<file path="config.mk">
export PLATFORM = sky130hd
export DESIGN_NAME = pse_port_state_sequencer
export DESIGN_NICKNAME = d
export VERILOG_FILES = /design/src/inc/pse_seq_pkg.sv /design/src/hdl/pse_hold_timer.sv /design/src/hdl/pse_port_fsm.sv /design/src/hdl/pse_port_state_sequencer.sv
export SDC_FILE = /design/constraint.sdc
export NUM_CORES = 2
export LEC_CHECK = 0
export ABC_AREA = 0
export BUFFER_PORTS_ARGS = -buffer_cell sky130_fd_sc_hd__buf_2
export CAP_MARGIN = 20
export CORE_MARGIN = 1
export CORE_UTILIZATION = 60
export CTS_BUF_LIST = sky130_fd_sc_hd__clkbuf_2
export DETAILED_ROUTE_END_ITERATION = 7
export PLACE_DENSITY = 0.78
export SKIP_LAST_GASP = 1
export SLEW_MARGIN = 20
export SYNTH_ARGS = -nofsm -noshare
export SYNTH_HDL_FRONTEND = slang
export SYNTH_HIERARCHICAL = 1
export SYNTH_SLANG_ARGS = --single-unit
export TNS_END_PERCENT = 100
</file>
<file path="constraint.sdc">
create_clock -name mclk -period 11.1 [get_ports mclk]
set_clock_uncertainty 0.05 [all_clocks]
set_input_delay 2.775 -clock mclk [delete_from_list [all_inputs] [get_ports mclk]]
set_output_delay 2.775 -clock mclk [all_outputs]
set_load 0.005 [all_outputs]
</file>
<file path="src/inc/pse_seq_pkg.sv">
// constants and types shared by the port state sequencer
package pse_seq_pkg;
  localparam int unsigned NUM_PORTS = 5;
  localparam int unsigned CLK_MHZ   = 200;

  // port_config_word_a field positions
  localparam int unsigned CFGA_SOFT_ENABLE   = 0;
  localparam int unsigned CFGA_PIN_EN_MASK   = 1;
  localparam int unsigned CFGA_SOFT_WAKE     = 2;
  localparam int unsigned CFGA_DOWN_WAKE_DIS = 3;
  localparam int unsigned CFGA_UP_WAKE_DIS   = 4;
  localparam int unsigned CFGA_POWER_GRANTED = 5;
  localparam int unsigned CFGA_SOFT_READY    = 6;
  localparam int unsigned CFGA_DET_TMR_DIS   = 11;
  localparam int unsigned CFGA_CLASS_MODE    = 13;
  localparam int unsigned CFGA_END_CLASS     = 14;
  // port_config_word_b field positions
  localparam int unsigned CFGB_SIG_FORCE     = 0;
  localparam int unsigned CFGB_INRUSH_LO     = 2;
  localparam int unsigned CFGB_DELAY_LO      = 4;
  localparam int unsigned CFGB_WAKE_FORCE    = 8;

  localparam int unsigned CFG_W  = 16;
  localparam int unsigned TMR_W  = 32;

  // times in microseconds
  localparam int unsigned IDLE_OVERCURRENT_US = 100;
  localparam int unsigned WAKE_HOLD_US        = 200;
  localparam int unsigned OFF_TIME_US         = 1000;
  localparam int unsigned MFVS_DROP_US        = 1000;
  localparam int unsigned DETECT_LIMIT_US     = 5000;
  localparam int unsigned INRUSH_BASE_US      = 10000;
  localparam int unsigned DELAY_BASE_US       = 100000;

  localparam logic [TMR_W-1:0] IDLE_OC_CYC  = TMR_W'(IDLE_OVERCURRENT_US * CLK_MHZ);
  localparam logic [TMR_W-1:0] WAKE_CYC     = TMR_W'(WAKE_HOLD_US * CLK_MHZ);
  localparam logic [TMR_W-1:0] OFF_CYC      = TMR_W'(OFF_TIME_US * CLK_MHZ);
  localparam logic [TMR_W-1:0] MFVS_CYC     = TMR_W'(MFVS_DROP_US * CLK_MHZ);
  localparam logic [TMR_W-1:0] DETECT_CYC   = TMR_W'(DETECT_LIMIT_US * CLK_MHZ);
  localparam logic [TMR_W-1:0] INRUSH_CYC   = TMR_W'(INRUSH_BASE_US * CLK_MHZ);
  localparam logic [TMR_W-1:0] DELAY_CYC    = TMR_W'(DELAY_BASE_US * CLK_MHZ);

  typedef enum logic [8:0] {
    ST_DISABLED  = 9'h001,
    ST_IDLE      = 9'h002,
    ST_DETECT    = 9'h004,
    ST_POWER_UP  = 9'h008,
    ST_POWER_ON  = 9'h010,
    ST_SETTLE    = 9'h020,
    ST_SLEEP     = 9'h040,
    ST_OVERLOAD  = 9'h080,
    ST_RESTART   = 9'h100
  } port_state_t;
endpackage : pse_seq_pkg

</file>
<file path="src/hdl/pse_hold_timer.sv">
// condition-hold counter: pulses done after cond has held for limit cycles
`timescale 1ns/1ps
`default_nettype none
module pse_hold_timer
  import pse_seq_pkg::*;
#(
  parameter int unsigned W = TMR_W
) (
  input  wire logic         mclk,
  input  wire logic         reset,
  input  wire logic         cond,
  input  wire logic [W-1:0] limit,
  output logic              done
);
  logic [W-1:0] cnt_ff;

  always_ff @(posedge mclk) begin
    if (reset || !cond) begin
      cnt_ff <= '0;
    end else if (cnt_ff != limit) begin
      cnt_ff <= cnt_ff + W'(1);
    end
  end

  always_ff @(posedge mclk) begin
    if (reset || !cond) begin
      done <= 1'b0;
    end else begin
      done <= (cnt_ff == limit - W'(1));
    end
  end
endmodule : pse_hold_timer
`default_nettype wire

</file>
<file path="src/hdl/pse_port_fsm.sv">
// state machine of one port
`timescale 1ns/1ps
`default_nettype none
module pse_port_fsm
  import pse_seq_pkg::*;
(
  input  wire logic              mclk,
  input  wire logic              reset,
  input  wire logic              host_free_sel,
  input  wire logic              wake_pin,
  input  wire logic [CFG_W-1:0]  cfg_a,
  input  wire logic [CFG_W-1:0]  cfg_b,
  input  wire logic              vin_good,
  input  wire logic              out_in_sleep_range,
  input  wire logic              out_below_disable,
  input  wire logic              cur_above_wake_max,
  input  wire logic              cur_in_wake_window,
  input  wire logic              sig_valid,
  input  wire logic              inrush_done,
  input  wire logic              mfvs_valid,
  input  wire logic              overload,
  input  wire logic [TMR_W-1:0]  idle_oc_cyc,
  input  wire logic [TMR_W-1:0]  detect_cyc,
  input  wire logic [TMR_W-1:0]  inrush_base,
  input  wire logic [TMR_W-1:0]  delay_base,
  output port_state_t            state,
  output logic                   high_side_on,
  output logic                   pull_down_on,
  output logic                   sleep_bias_on,
  output logic                   snubber_off,
  output logic                   inrush_timeout
);
  port_state_t  state_ff;
  port_state_t  nxt_state;
  logic [TMR_W-1:0] tmr_ff;
  logic [TMR_W-1:0] delay_lim;
  logic [TMR_W-1:0] inrush_lim;
  logic         idle_oc;
  logic         wake_held;
  logic         mfvs_lost;
  logic         wake_req;
  logic         enabled;

  // 2-bit field scales the base delay by 1,2,4,8
  function automatic logic [TMR_W-1:0] scale(input logic [TMR_W-1:0] b, input logic [1:0] s);
    scale = b << s;
  endfunction : scale

  assign delay_lim  = scale(delay_base, cfg_b[CFGB_DELAY_LO +: 2]);  // see RQ21
  assign inrush_lim = scale(inrush_base, cfg_b[CFGB_INRUSH_LO +: 2]);
  assign enabled    = cfg_a[CFGA_SOFT_ENABLE] ||
                      (host_free_sel && !cfg_a[CFGA_PIN_EN_MASK]);  // see RQ6

  pse_hold_timer u_idle_oc (
    .mclk  (mclk),
    .reset (reset),
    .cond  ((state_ff == ST_IDLE) && cur_above_wake_max),
    .limit (idle_oc_cyc),
    .done  (idle_oc)
  );  // see RQ8

  pse_hold_timer u_wake (
    .mclk  (mclk),
    .reset (reset),
    .cond  ((state_ff == ST_SLEEP) && !cfg_a[CFGA_UP_WAKE_DIS] &&
            (cur_in_wake_window || cfg_b[CFGB_WAKE_FORCE])),
    .limit (WAKE_CYC),
    .done  (wake_held)
  );

  pse_hold_timer u_mfvs (
    .mclk  (mclk),
    .reset (reset),
    .cond  ((state_ff == ST_POWER_ON) && !mfvs_valid),
    .limit (MFVS_CYC),
    .done  (mfvs_lost)
  );

  // user pin, host bit or powered device may wake the port
  assign wake_req = wake_held || cfg_a[CFGA_SOFT_WAKE] ||
                    (wake_pin && !cfg_a[CFGA_DOWN_WAKE_DIS]);  // see RQ13

  always_comb begin
    nxt_state = state_ff;
    case (state_ff)
      ST_DISABLED: begin
        if (enabled && out_below_disable) begin
          nxt_state = ST_IDLE;  // see RQ6
        end
      end
      ST_IDLE: begin
        if (overload || idle_oc) begin
          nxt_state = ST_OVERLOAD;  // see RQ8 see RQ14
        end else if (out_in_sleep_range && !cur_above_wake_max &&
                     (host_free_sel || cfg_a[CFGA_SOFT_READY])) begin
          nxt_state = ST_DETECT;  // see RQ7 see RQ3
        end
      end
      ST_DETECT: begin
        // host ends classification explicitly; autonomous/plain detect ends on signature
        if (cfg_a[CFGA_END_CLASS] || (!cfg_a[CFGA_CLASS_MODE] &&
            (sig_valid || cfg_b[CFGB_SIG_FORCE]))) begin
          if (cfg_a[CFGA_POWER_GRANTED] && vin_good &&
              (cfg_a[CFGA_END_CLASS] || sig_valid || cfg_b[CFGB_SIG_FORCE])) begin
            nxt_state = ST_POWER_UP;  // see RQ16 see RQ17 see RQ3
          end else begin
            nxt_state = ST_RESTART;  // see RQ20
          end
        end else if (!cfg_a[CFGA_DET_TMR_DIS] && tmr_ff >= detect_cyc) begin
          nxt_state = ST_RESTART;  // see RQ19 see RQ15
        end
      end
      ST_POWER_UP: begin
        if (inrush_done) begin
          nxt_state = ST_POWER_ON;  // see RQ10
        end else if (tmr_ff >= inrush_lim) begin
          nxt_state = ST_RESTART;  // see RQ15
        end
      end
      ST_POWER_ON: begin
        if (overload) begin
          nxt_state = ST_OVERLOAD;  // see RQ11 see RQ14
        end else if (mfvs_lost) begin
          nxt_state = ST_SETTLE;  // see RQ11 see RQ12
        end else if (!cfg_a[CFGA_POWER_GRANTED]) begin
          nxt_state = ST_RESTART;  // see RQ11
        end
      end
      ST_SETTLE: begin
        if (overload || (tmr_ff >= OFF_CYC && !out_in_sleep_range)) begin
          nxt_state = ST_OVERLOAD;  // see RQ14
        end else if (out_in_sleep_range) begin
          nxt_state = ST_SLEEP;  // see RQ13
        end
      end
      ST_SLEEP: begin
        if (overload) begin
          nxt_state = ST_OVERLOAD;  // see RQ14
        end else if (wake_req) begin
          nxt_state = ST_DETECT;  // see RQ13
        end
      end
      ST_OVERLOAD: begin
        if (tmr_ff >= delay_lim) begin
          nxt_state = ST_IDLE;  // see RQ21 see RQ14
        end
      end
      ST_RESTART: begin
        if (tmr_ff >= delay_lim) begin
          nxt_state = ST_IDLE;  // see RQ15
        end
      end
      default: nxt_state = ST_DISABLED;
    endcase
    // clearing the enable always drops the port
    if (!enabled) begin
      nxt_state = ST_DISABLED;
    end
  end

  always_ff @(posedge mclk) begin
    if (reset) begin
      state_ff <= ST_DISABLED;  // see RQ4
    end else begin
      state_ff <= nxt_state;
    end
  end

  // one state timer, restarted on every transition
  always_ff @(posedge mclk) begin
    if (reset || nxt_state != state_ff) begin
      tmr_ff <= '0;
    end else if (tmr_ff != '1) begin
      tmr_ff <= tmr_ff + TMR_W'(1);  // see RQ22
    end
  end

  always_ff @(posedge mclk) begin
    if (reset) begin
      state          <= ST_DISABLED;
      high_side_on   <= 1'b0;
      pull_down_on   <= 1'b1;
      sleep_bias_on  <= 1'b0;
      snubber_off    <= 1'b0;
      inrush_timeout <= 1'b0;
    end else begin
      state          <= nxt_state;
      high_side_on   <= (nxt_state == ST_POWER_UP) || (nxt_state == ST_POWER_ON);
      pull_down_on   <= (nxt_state == ST_DISABLED) || (nxt_state == ST_OVERLOAD) ||
                        (nxt_state == ST_SETTLE);  // see RQ5 see RQ21
      sleep_bias_on  <= (nxt_state == ST_IDLE) || (nxt_state == ST_SLEEP) ||
                        (nxt_state == ST_RESTART);  // see RQ7
      snubber_off    <= (nxt_state == ST_DETECT) && cfg_a[CFGA_CLASS_MODE];
      inrush_timeout <= (state_ff == ST_POWER_UP) && (nxt_state == ST_RESTART);
    end
  end
endmodule : pse_port_fsm
`default_nettype wire

</file>
<file path="src/hdl/pse_port_state_sequencer.sv">
// five-port state sequencer top
// Operation
// RQ1: host checks class group and order
// RQ2: host classifies while port is detecting
// RQ3: select low: host commands each step
// RQ4: reset puts every port disabled
// RQ5: disabled: switch off, pull-down on
// RQ6: soft enable or unmasked pin leaves disabled
// RQ7: idle biases, detects when quiet and ready
// RQ8: idle sustained overcurrent goes to overload
// RQ9: host powers up only compatible class
// RQ10: power-up waits inrush done, then power-on
// RQ11: power-on exits on fault, timeout, withdrawal
// RQ12: lost maintain signature goes settle-sleep
// RQ13: discharge to sleep, wake back to detect
// RQ14: overload: off, wait, then idle
// RQ15: detect or power-up timeout goes restart
// RQ16: select high: power on valid signature
// RQ17: force-valid bit skips detection result
// RQ18: five ports run independently
// RQ19: detect time limit, optional, then restart
// RQ20: no power grant: restart, not power-up
// RQ21: overload delay set by two-bit field
// RQ22: synchronized flags, clocked timeout counters
`timescale 1ns/1ps
`default_nettype none
module pse_port_state_sequencer
  import pse_seq_pkg::*;
#(
  parameter int unsigned N            = NUM_PORTS,
  parameter logic [TMR_W-1:0] IDLE_OC = IDLE_OC_CYC,
  parameter logic [TMR_W-1:0] DETECT  = DETECT_CYC,
  parameter logic [TMR_W-1:0] INRUSH  = INRUSH_CYC,
  parameter logic [TMR_W-1:0] DELAY   = DELAY_CYC
) (
  input  wire logic                mclk,
  input  wire logic                reset,
  input  wire logic                host_free_sel,
  input  wire logic                wake_pin,
  input  wire logic                vin_good,
  input  wire logic [N*CFG_W-1:0]  port_config_word_a,
  input  wire logic [N*CFG_W-1:0]  port_config_word_b,
  input  wire logic [N-1:0]        out_in_sleep_range,
  input  wire logic [N-1:0]        out_below_disable,
  input  wire logic [N-1:0]        cur_above_wake_max,
  input  wire logic [N-1:0]        cur_in_wake_window,
  input  wire logic [N-1:0]        sig_valid,
  input  wire logic [N-1:0]        inrush_done,
  input  wire logic [N-1:0]        mfvs_valid,
  input  wire logic [N-1:0]        overload,
  output logic [N*9-1:0]           port_state,
  output logic [N-1:0]             high_side_on,
  output logic [N-1:0]             pull_down_on,
  output logic [N-1:0]             sleep_bias_on,
  output logic [N-1:0]             snubber_off,
  output logic [N-1:0]             inrush_timeout
);
  // flags arrive already synchronized by the analog front end
  genvar p;
  generate
    for (p = 0; p < N; p++) begin : g_port  // see RQ18
      port_state_t st;
      pse_port_fsm u_fsm (
        .mclk               (mclk),
        .reset              (reset),
        .host_free_sel      (host_free_sel),
        .wake_pin           (wake_pin),
        .cfg_a              (port_config_word_a[p*CFG_W +: CFG_W]),
        .cfg_b              (port_config_word_b[p*CFG_W +: CFG_W]),
        .vin_good           (vin_good),
        .out_in_sleep_range (out_in_sleep_range[p]),
        .out_below_disable  (out_below_disable[p]),
        .cur_above_wake_max (cur_above_wake_max[p]),
        .cur_in_wake_window (cur_in_wake_window[p]),
        .sig_valid          (sig_valid[p]),
        .inrush_done        (inrush_done[p]),
        .mfvs_valid         (mfvs_valid[p]),
        .overload           (overload[p]),
        .idle_oc_cyc        (IDLE_OC),
        .detect_cyc         (DETECT),
        .inrush_base        (INRUSH),
        .delay_base         (DELAY),
        .state              (st),
        .high_side_on       (high_side_on[p]),
        .pull_down_on       (pull_down_on[p]),
        .sleep_bias_on      (sleep_bias_on[p]),
        .snubber_off        (snubber_off[p]),
        .inrush_timeout     (inrush_timeout[p])
      );
      assign port_state[p*9 +: 9] = st;
    end
  endgenerate
endmodule : pse_port_state_sequencer
`default_nettype wire

</file>
# Word-level counts from Yosys, hierarchy flattened
# Index checks and enable logic that the tools add are counted.
[word_totals]
ff_bits = 725
latchBits = 0
mem_bits_rw = 0
mem_bits_ro = 0
in_bits = 205
out_inout_bits = 70
word_cells = 575
n_memories = 0
[op_classes]
addsub = 20
multipliers = 0
n_div = 0
n_lt_le_gt_ge = 20
eq_ne = 130
shift = 10
muxes = 90
bitwise = 0
reduce_logical = 240
[ops]
columns = ["operator", "count"]
rows = [
  ["9-bit 2-to-1 mux", 85],
  ["32-bit by 1-bit adder with 32-bit output, second input constant", 20],
  ["9-bit one-hot mux with 8 select lines", 5],
  ["32-bit >= comparator", 10],
  ["32-bit by 15-bit == test with 1-bit output, second input constant", 5],
  ["32-bit by 16-bit == test with 1-bit output, second input constant", 5],
  ["32-bit by 18-bit == test with 1-bit output, second input constant", 5],
  ["32-bit by 18-bit >= comparator with 1-bit output, second input constant", 5],
  ["32-bit by 20-bit >= comparator with 1-bit output, second input constant", 5],
  ["32-bit by 15-bit inequality test with 1-bit output, second input constant", 5],
  ["32-bit by 16-bit inequality test with 1-bit output, second input constant", 5],
  ["32-bit by 18-bit inequality test with 1-bit output, second input constant", 5],
  ["32-bit inequality test, second input constant", 5],
  ["21-bit by 2-bit left shift with 32-bit output, first input constant", 5],
  ["25-bit by 2-bit left shift with 32-bit output, first input constant", 5],
  ["1-bit logical OR", 100],
  ["9-bit by 1-bit == test with 1-bit output, second input constant", 10],
  ["9-bit by 2-bit == test with 1-bit output, second input constant", 10],
  ["9-bit by 3-bit == test with 1-bit output, second input constant", 10],
  ["9-bit by 4-bit == test with 1-bit output, second input constant", 10],
  ["9-bit by 5-bit == test with 1-bit output, second input constant", 10],
  ["9-bit by 6-bit == test with 1-bit output, second input constant", 10],
  ["9-bit by 7-bit == test with 1-bit output, second input constant", 10],
  ["9-bit by 8-bit == test with 1-bit output, second input constant", 10],
  ["other kinds (5)", 155],
]

# Logic depth before layout (Yosys ltp)
[logic_depth]
ltp_word = 10
ltp_mapped = 17
depth_no_buf = 14

# Hierarchy
# The synthesis kept the hierarchy.
[modules_own_cells]
columns = ["mod", "n_inst", "cells_per_inst", "area_each_um2", "seq_area_each_um2"]
rows = [
  ["pse_hold_timer", 15, 372, 2884.0, 660.6],
  ["pse_port_fsm (g_port[0].u_fsm ...)", 4, 823, 6889.1, 920.9],
  ["pse_port_fsm (g_port[4].u_fsm)", 1, 818, 6757.7, 920.9],
  ["pse_port_state_sequencer", 1, 2, 7.5, 0.0],
]

# Least setup slack after synthesis
# OpenSTA, ideal clock, no wires.
[synth_path]
kind = "input-to-reg"
from = "in port_config_word_b[66]"
to = "reg g_port[4].u_fsm.tmr_ff[10]"
setup_time_ps = 76
t_arrival_ps = 6550
required_time_ps = 10974
path_slack_ps = 4424
stages = 15
path_buffers = 3
cell_sequence = "clkbuf_1 -> buf_1 -> mux4_2 -> inv_1 -> ha_1 -> a21o_1 -> a21o_1 -> a21oi_1 -> o21ai_0 -> a311oi_1 -> nor2b_1 -> a2111o_1 -> a211o_1 -> buf_6 -> nor3_2"
[synth_via]
elab_chain_cells = 8
[synth_rtl]
columns = ["element", "line_no", "source"]
rows = [
  ["from (decl)", "pse_port_state_sequencer.sv:42", "input wire logic [N*CFG_W-1:0] port_config_word_b,"],
  ["21-bit by 2-bit left shift with 32-bit output", "pse_port_fsm.sv:46", "scale = b << s;"],
  ["32-bit >= comparator", "pse_port_fsm.sv:116", "end else if (tmr_ff >= inrush_lim) begin"],
  ["9-bit 2-to-1 mux", "pse_port_fsm.sv:116", ""],
  ["9-bit 2-to-1 mux", "pse_port_fsm.sv:114", "if (inrush_done) begin"],
  ["9-bit one-hot mux with 8 select lines", "pse_port_fsm.sv:85", "case (state_ff)"],
  ["9-bit 2-to-1 mux", "pse_port_fsm.sv:156", "if (!enabled) begin"],
  ["9-bit inequality test", "pse_port_fsm.sv:171", "if (reset || nxt_state != state_ff) begin"],
  ["1-bit logical OR", "pse_port_fsm.sv:171", ""],
  ["to (signal assigned)", "pse_port_fsm.sv:174", "tmr_ff <= tmr_ff + TMR_W'(1);"],
  ["to (decl)", "pse_port_fsm.sv:35", "logic [TMR_W-1:0] tmr_ff;"],
]
# Every way passes these cells.
# A chain may end at the register's enable or synchronous reset.

# Worst setup path after layout
[layout_path]
from = "reg g_port[4].u_fsm.state[6]"
to = "out port_state[42]"
[layout_lines]
columns = ["element", "line_no", "source"]
rows = [
  ["from (decl)", "pse_port_fsm.sv:26", "output port_state_t state,"],
  ["from (signal assigned)", "pse_port_fsm.sv:187", "state <= nxt_state;"],
  ["to (decl)", "pse_port_state_sequencer.sv:51", "output logic [N*9-1:0] port_state,"],
]
# No word-level cell between the ends.

==> results.cfg <==
[setup_path]
cp_slowest_stage_delay_ns = 0.76
end_kind = output port
critPathSlowestCell = dfxtp_1
cp.required_ns = 8.28
worstSetupPathType = flip-flop to output port
cp_num_buf_inv = 1
worstPathCellList = buf_2
cp_data_arrival_time_ns = 2.74
crit_fanout = 16
cp_top_family = flip-flops
crit_path_start_kind = flip-flop

[grt]
antenna_found_initial = 17
grt_start_max_net_pins = 42
grtUsageTotal_pct = 30.8
overflow = 0
grt_pass1_wl_um = 342000
first_global_vias = 71951

[flow_run]
drv_cap = 0

[clock_network]
cts.path.max_buffers = 3
cts_tree = built
ctsRootBufferMaster = clkbuf_2
post_cts_buffers = 0
h-tree-depth = 4
cts.sinks = 725
clk_latency_ns = 1.70
cts_resized = 0
numCtsBuffers = 201
path_clk_slew_ns = 0.09
hold_buffers = 0

[yosys]
ys_warn_count = 6
syn_area_um2 = 77600
yosysUniqueCellTypes = 90
synth_seq_cells = 725
synth_top_area_share_pct = 18.7
yosysMostFrequentCell = nor2_1
netlist_top_cells_count = nor2_1 (857), xnor2_1 (730), dfxtp_1 (725)
ys.flop_type = dfxtp_1
async_reset_ff_share_pct = 0
synth_top_area_cell = dfxtp_1
synth.area.top_cells = dfxtp_1 (19%), ha_1 (8.4%), xnor2_1 (8.2%)
netlist_instances = 9692
synth_edf_count = 0
ys_seq_area_share_pct = 18.7
avgSynthCellArea_um2 = 8.00

[sta]
hold_viol_final = 0
max_slew_margin_pct = 20.5
setup-tns-final_ns = 0
fmax_ghz = 0.180
fin_crit_ns = 5.57
grt_setup_unrepaired = false
period_share_pct = 50.2
finalMaxSlewViolations = 0
final-setup-viol-count = 0
worst_slew_pin_slew_ns = 1.19
hold_slack_ns = 0.485

[final_layout]
syn_to_final_growth_pct = 18.2
drive_above_1_share_pct = 9.47
final_area_um2 = 91700
fillers = 10997
fin_nets = 13334

[floorplanning]
dieWidth_um = 362
rows = 131
dieArea_um2 = 131000
ios = 275
core_um2 = 128000
fp.dieH_um = 362
initial_core_util_pct = 60.7

[detailed_routing]
route.detailed.drc = 0
ant_nets = 0
drt-pass1-iter-count = 8
via_per_inst = 5.32
wirelength_um = 207000
wire_per_inst_um = 14.3
vias = 76864
drt_iter0_markers = 5314

[pwr]
irDropWorstVdd_uv = 97.6
p_leak_nw = 38.5
p_per_area_nw_per_um2 = 64.7

[placed_design]
gp_congestion = 0.952
portBuffers = 194
dp_hpwl_um = 161000
dpl-instance-area_um2 = 89800

[run_status]
status = finished, final reports clean

[min_path]
min_path_type = flip-flop to flip-flop
[per-stage QoR]
stage	std cells	total power (W)	setup WS [ns]	util (%)
2_1_floorplan	12660	0.00370	4.42	-
3_3_place_gp	14067	0.00384	4.03	70.2
3_5_place_dp	14067	0.00388	3.94	70.2
4_1_cts	14419	0.00594	5.36	71.7
5_1_grt	14431	0.00633	5.30	71.7
6_report	14438	0.00593	5.53	71.7
[worst paths after layout]
kind	slack, ns	cells after the start	start	to
worst min register to register	0.49	2	g_port[4].u_fsm/u_wake/cnt_ff[13]	g_port[4].u_fsm/u_wake/cnt_ff[13]
worst max register to register	6.18	11	g_port[0].u_fsm/state[2]	g_port[0].u_fsm/u_mfvs/done
worst min-delay path	0.49	2	g_port[4].u_fsm/u_wake/cnt_ff[13]	g_port[4].u_fsm/u_wake/cnt_ff[13]
worst max-delay path	5.53	1	g_port[4].u_fsm/state[6]	port_state[42]
[cell type report]
cell class              count  area (um2)  share of cell area (%)
diodes                     18        45.0                  0.0491
clock buffers             278        1390                    1.52
clock inverters            74         458                   0.499
inverters                 607        2280                    2.48
multi-input cells       10844       69700                    76.0
flip-flops and latches    725       14500                    15.8
well taps                1662        2080                    2.27
repair buffers            230        1260                    1.37
[where the power goes]
| part | switching (W) | internal (W) | total [W] |
|---|---|---|---|
| sequential | 0.0000156 | 0.00261 | 0.00262 |
| combinational | 0.000773 | 0.000494 | 0.00127 |
| clock | 0.00125 | 0.000792 | 0.00204 |
[sequential cells by signal (all words and copies together) (netlist names)]
name / cells
g_port.u_fsm/high_side_on: 5
g_port.u_fsm/inrush_timeout: 5
g_port.u_fsm/u_mfvs/done: 5
g_port.u_fsm/u_wake/cnt_ff: 160
g_port.u_fsm/u_idle_oc/done: 5
g_port.u_fsm/snubber_off: 5
g_port.u_fsm/pull_down_on: 5
g_port.u_fsm/sleep_bias_on: 5
g_port.u_fsm/tmr_ff: 160
g_port.u_fsm/state: 45
g_port.u_fsm/u_wake/done: 5
g_port.u_fsm/u_idle_oc/cnt_ff: 160
g_port.u_fsm/u_mfvs/cnt_ff: 160
[cells by family after synthesis]
group / Yosys count / synth area share (%)
buffers and inverters: 1091 / 5.96
adders and majority gates: 520 / 8.39
DFF: 725 / 18.7
muxes: 441 / 8.41
other: 12 / 0.0581
AOI/OAI and AO/OA: 1553 / 13.5
xor gates and xnor gates: 1122 / 12.7
and+or+nand+nor: 4228 / 32.3
[routing by layer]
metal / vias up / track usage (%) / part of all wire [%]
li1: 38833 / - / -
met5: - / 0 / 0.048
met1: 35649 / 39.5 / 44
met2: 1987 / 52.7 / 47
met4: 14 / 9.98 / 2.6
met3: 381 / 4.83 / 6.1
[placed cells by master, fill, tap and decap left out, drive strengths merged, types with 233 or more instances in the layout]
| cell type | netlist | final |
|---|---|---|
| nand4 | 331 | 331 |
| nor2 | 857 | 857 |
| xor2 | 392 | 392 |
| conb | 12 | 2980 |
| nand2 | 519 | 519 |
| ha | 520 | 520 |
| inv | 607 | 613 |
| nor4 | 429 | 429 |
| dfxtp | 725 | 725 |
| a21oi | 480 | 480 |
| o21ai | 358 | 358 |
| nand3 | 308 | 308 |
| xnor2 | 730 | 730 |
| nor3 | 394 | 394 |
| or3 | 233 | 233 |
| clkbuf | 272 | 278 |
(Power assumes the default switching activity.)
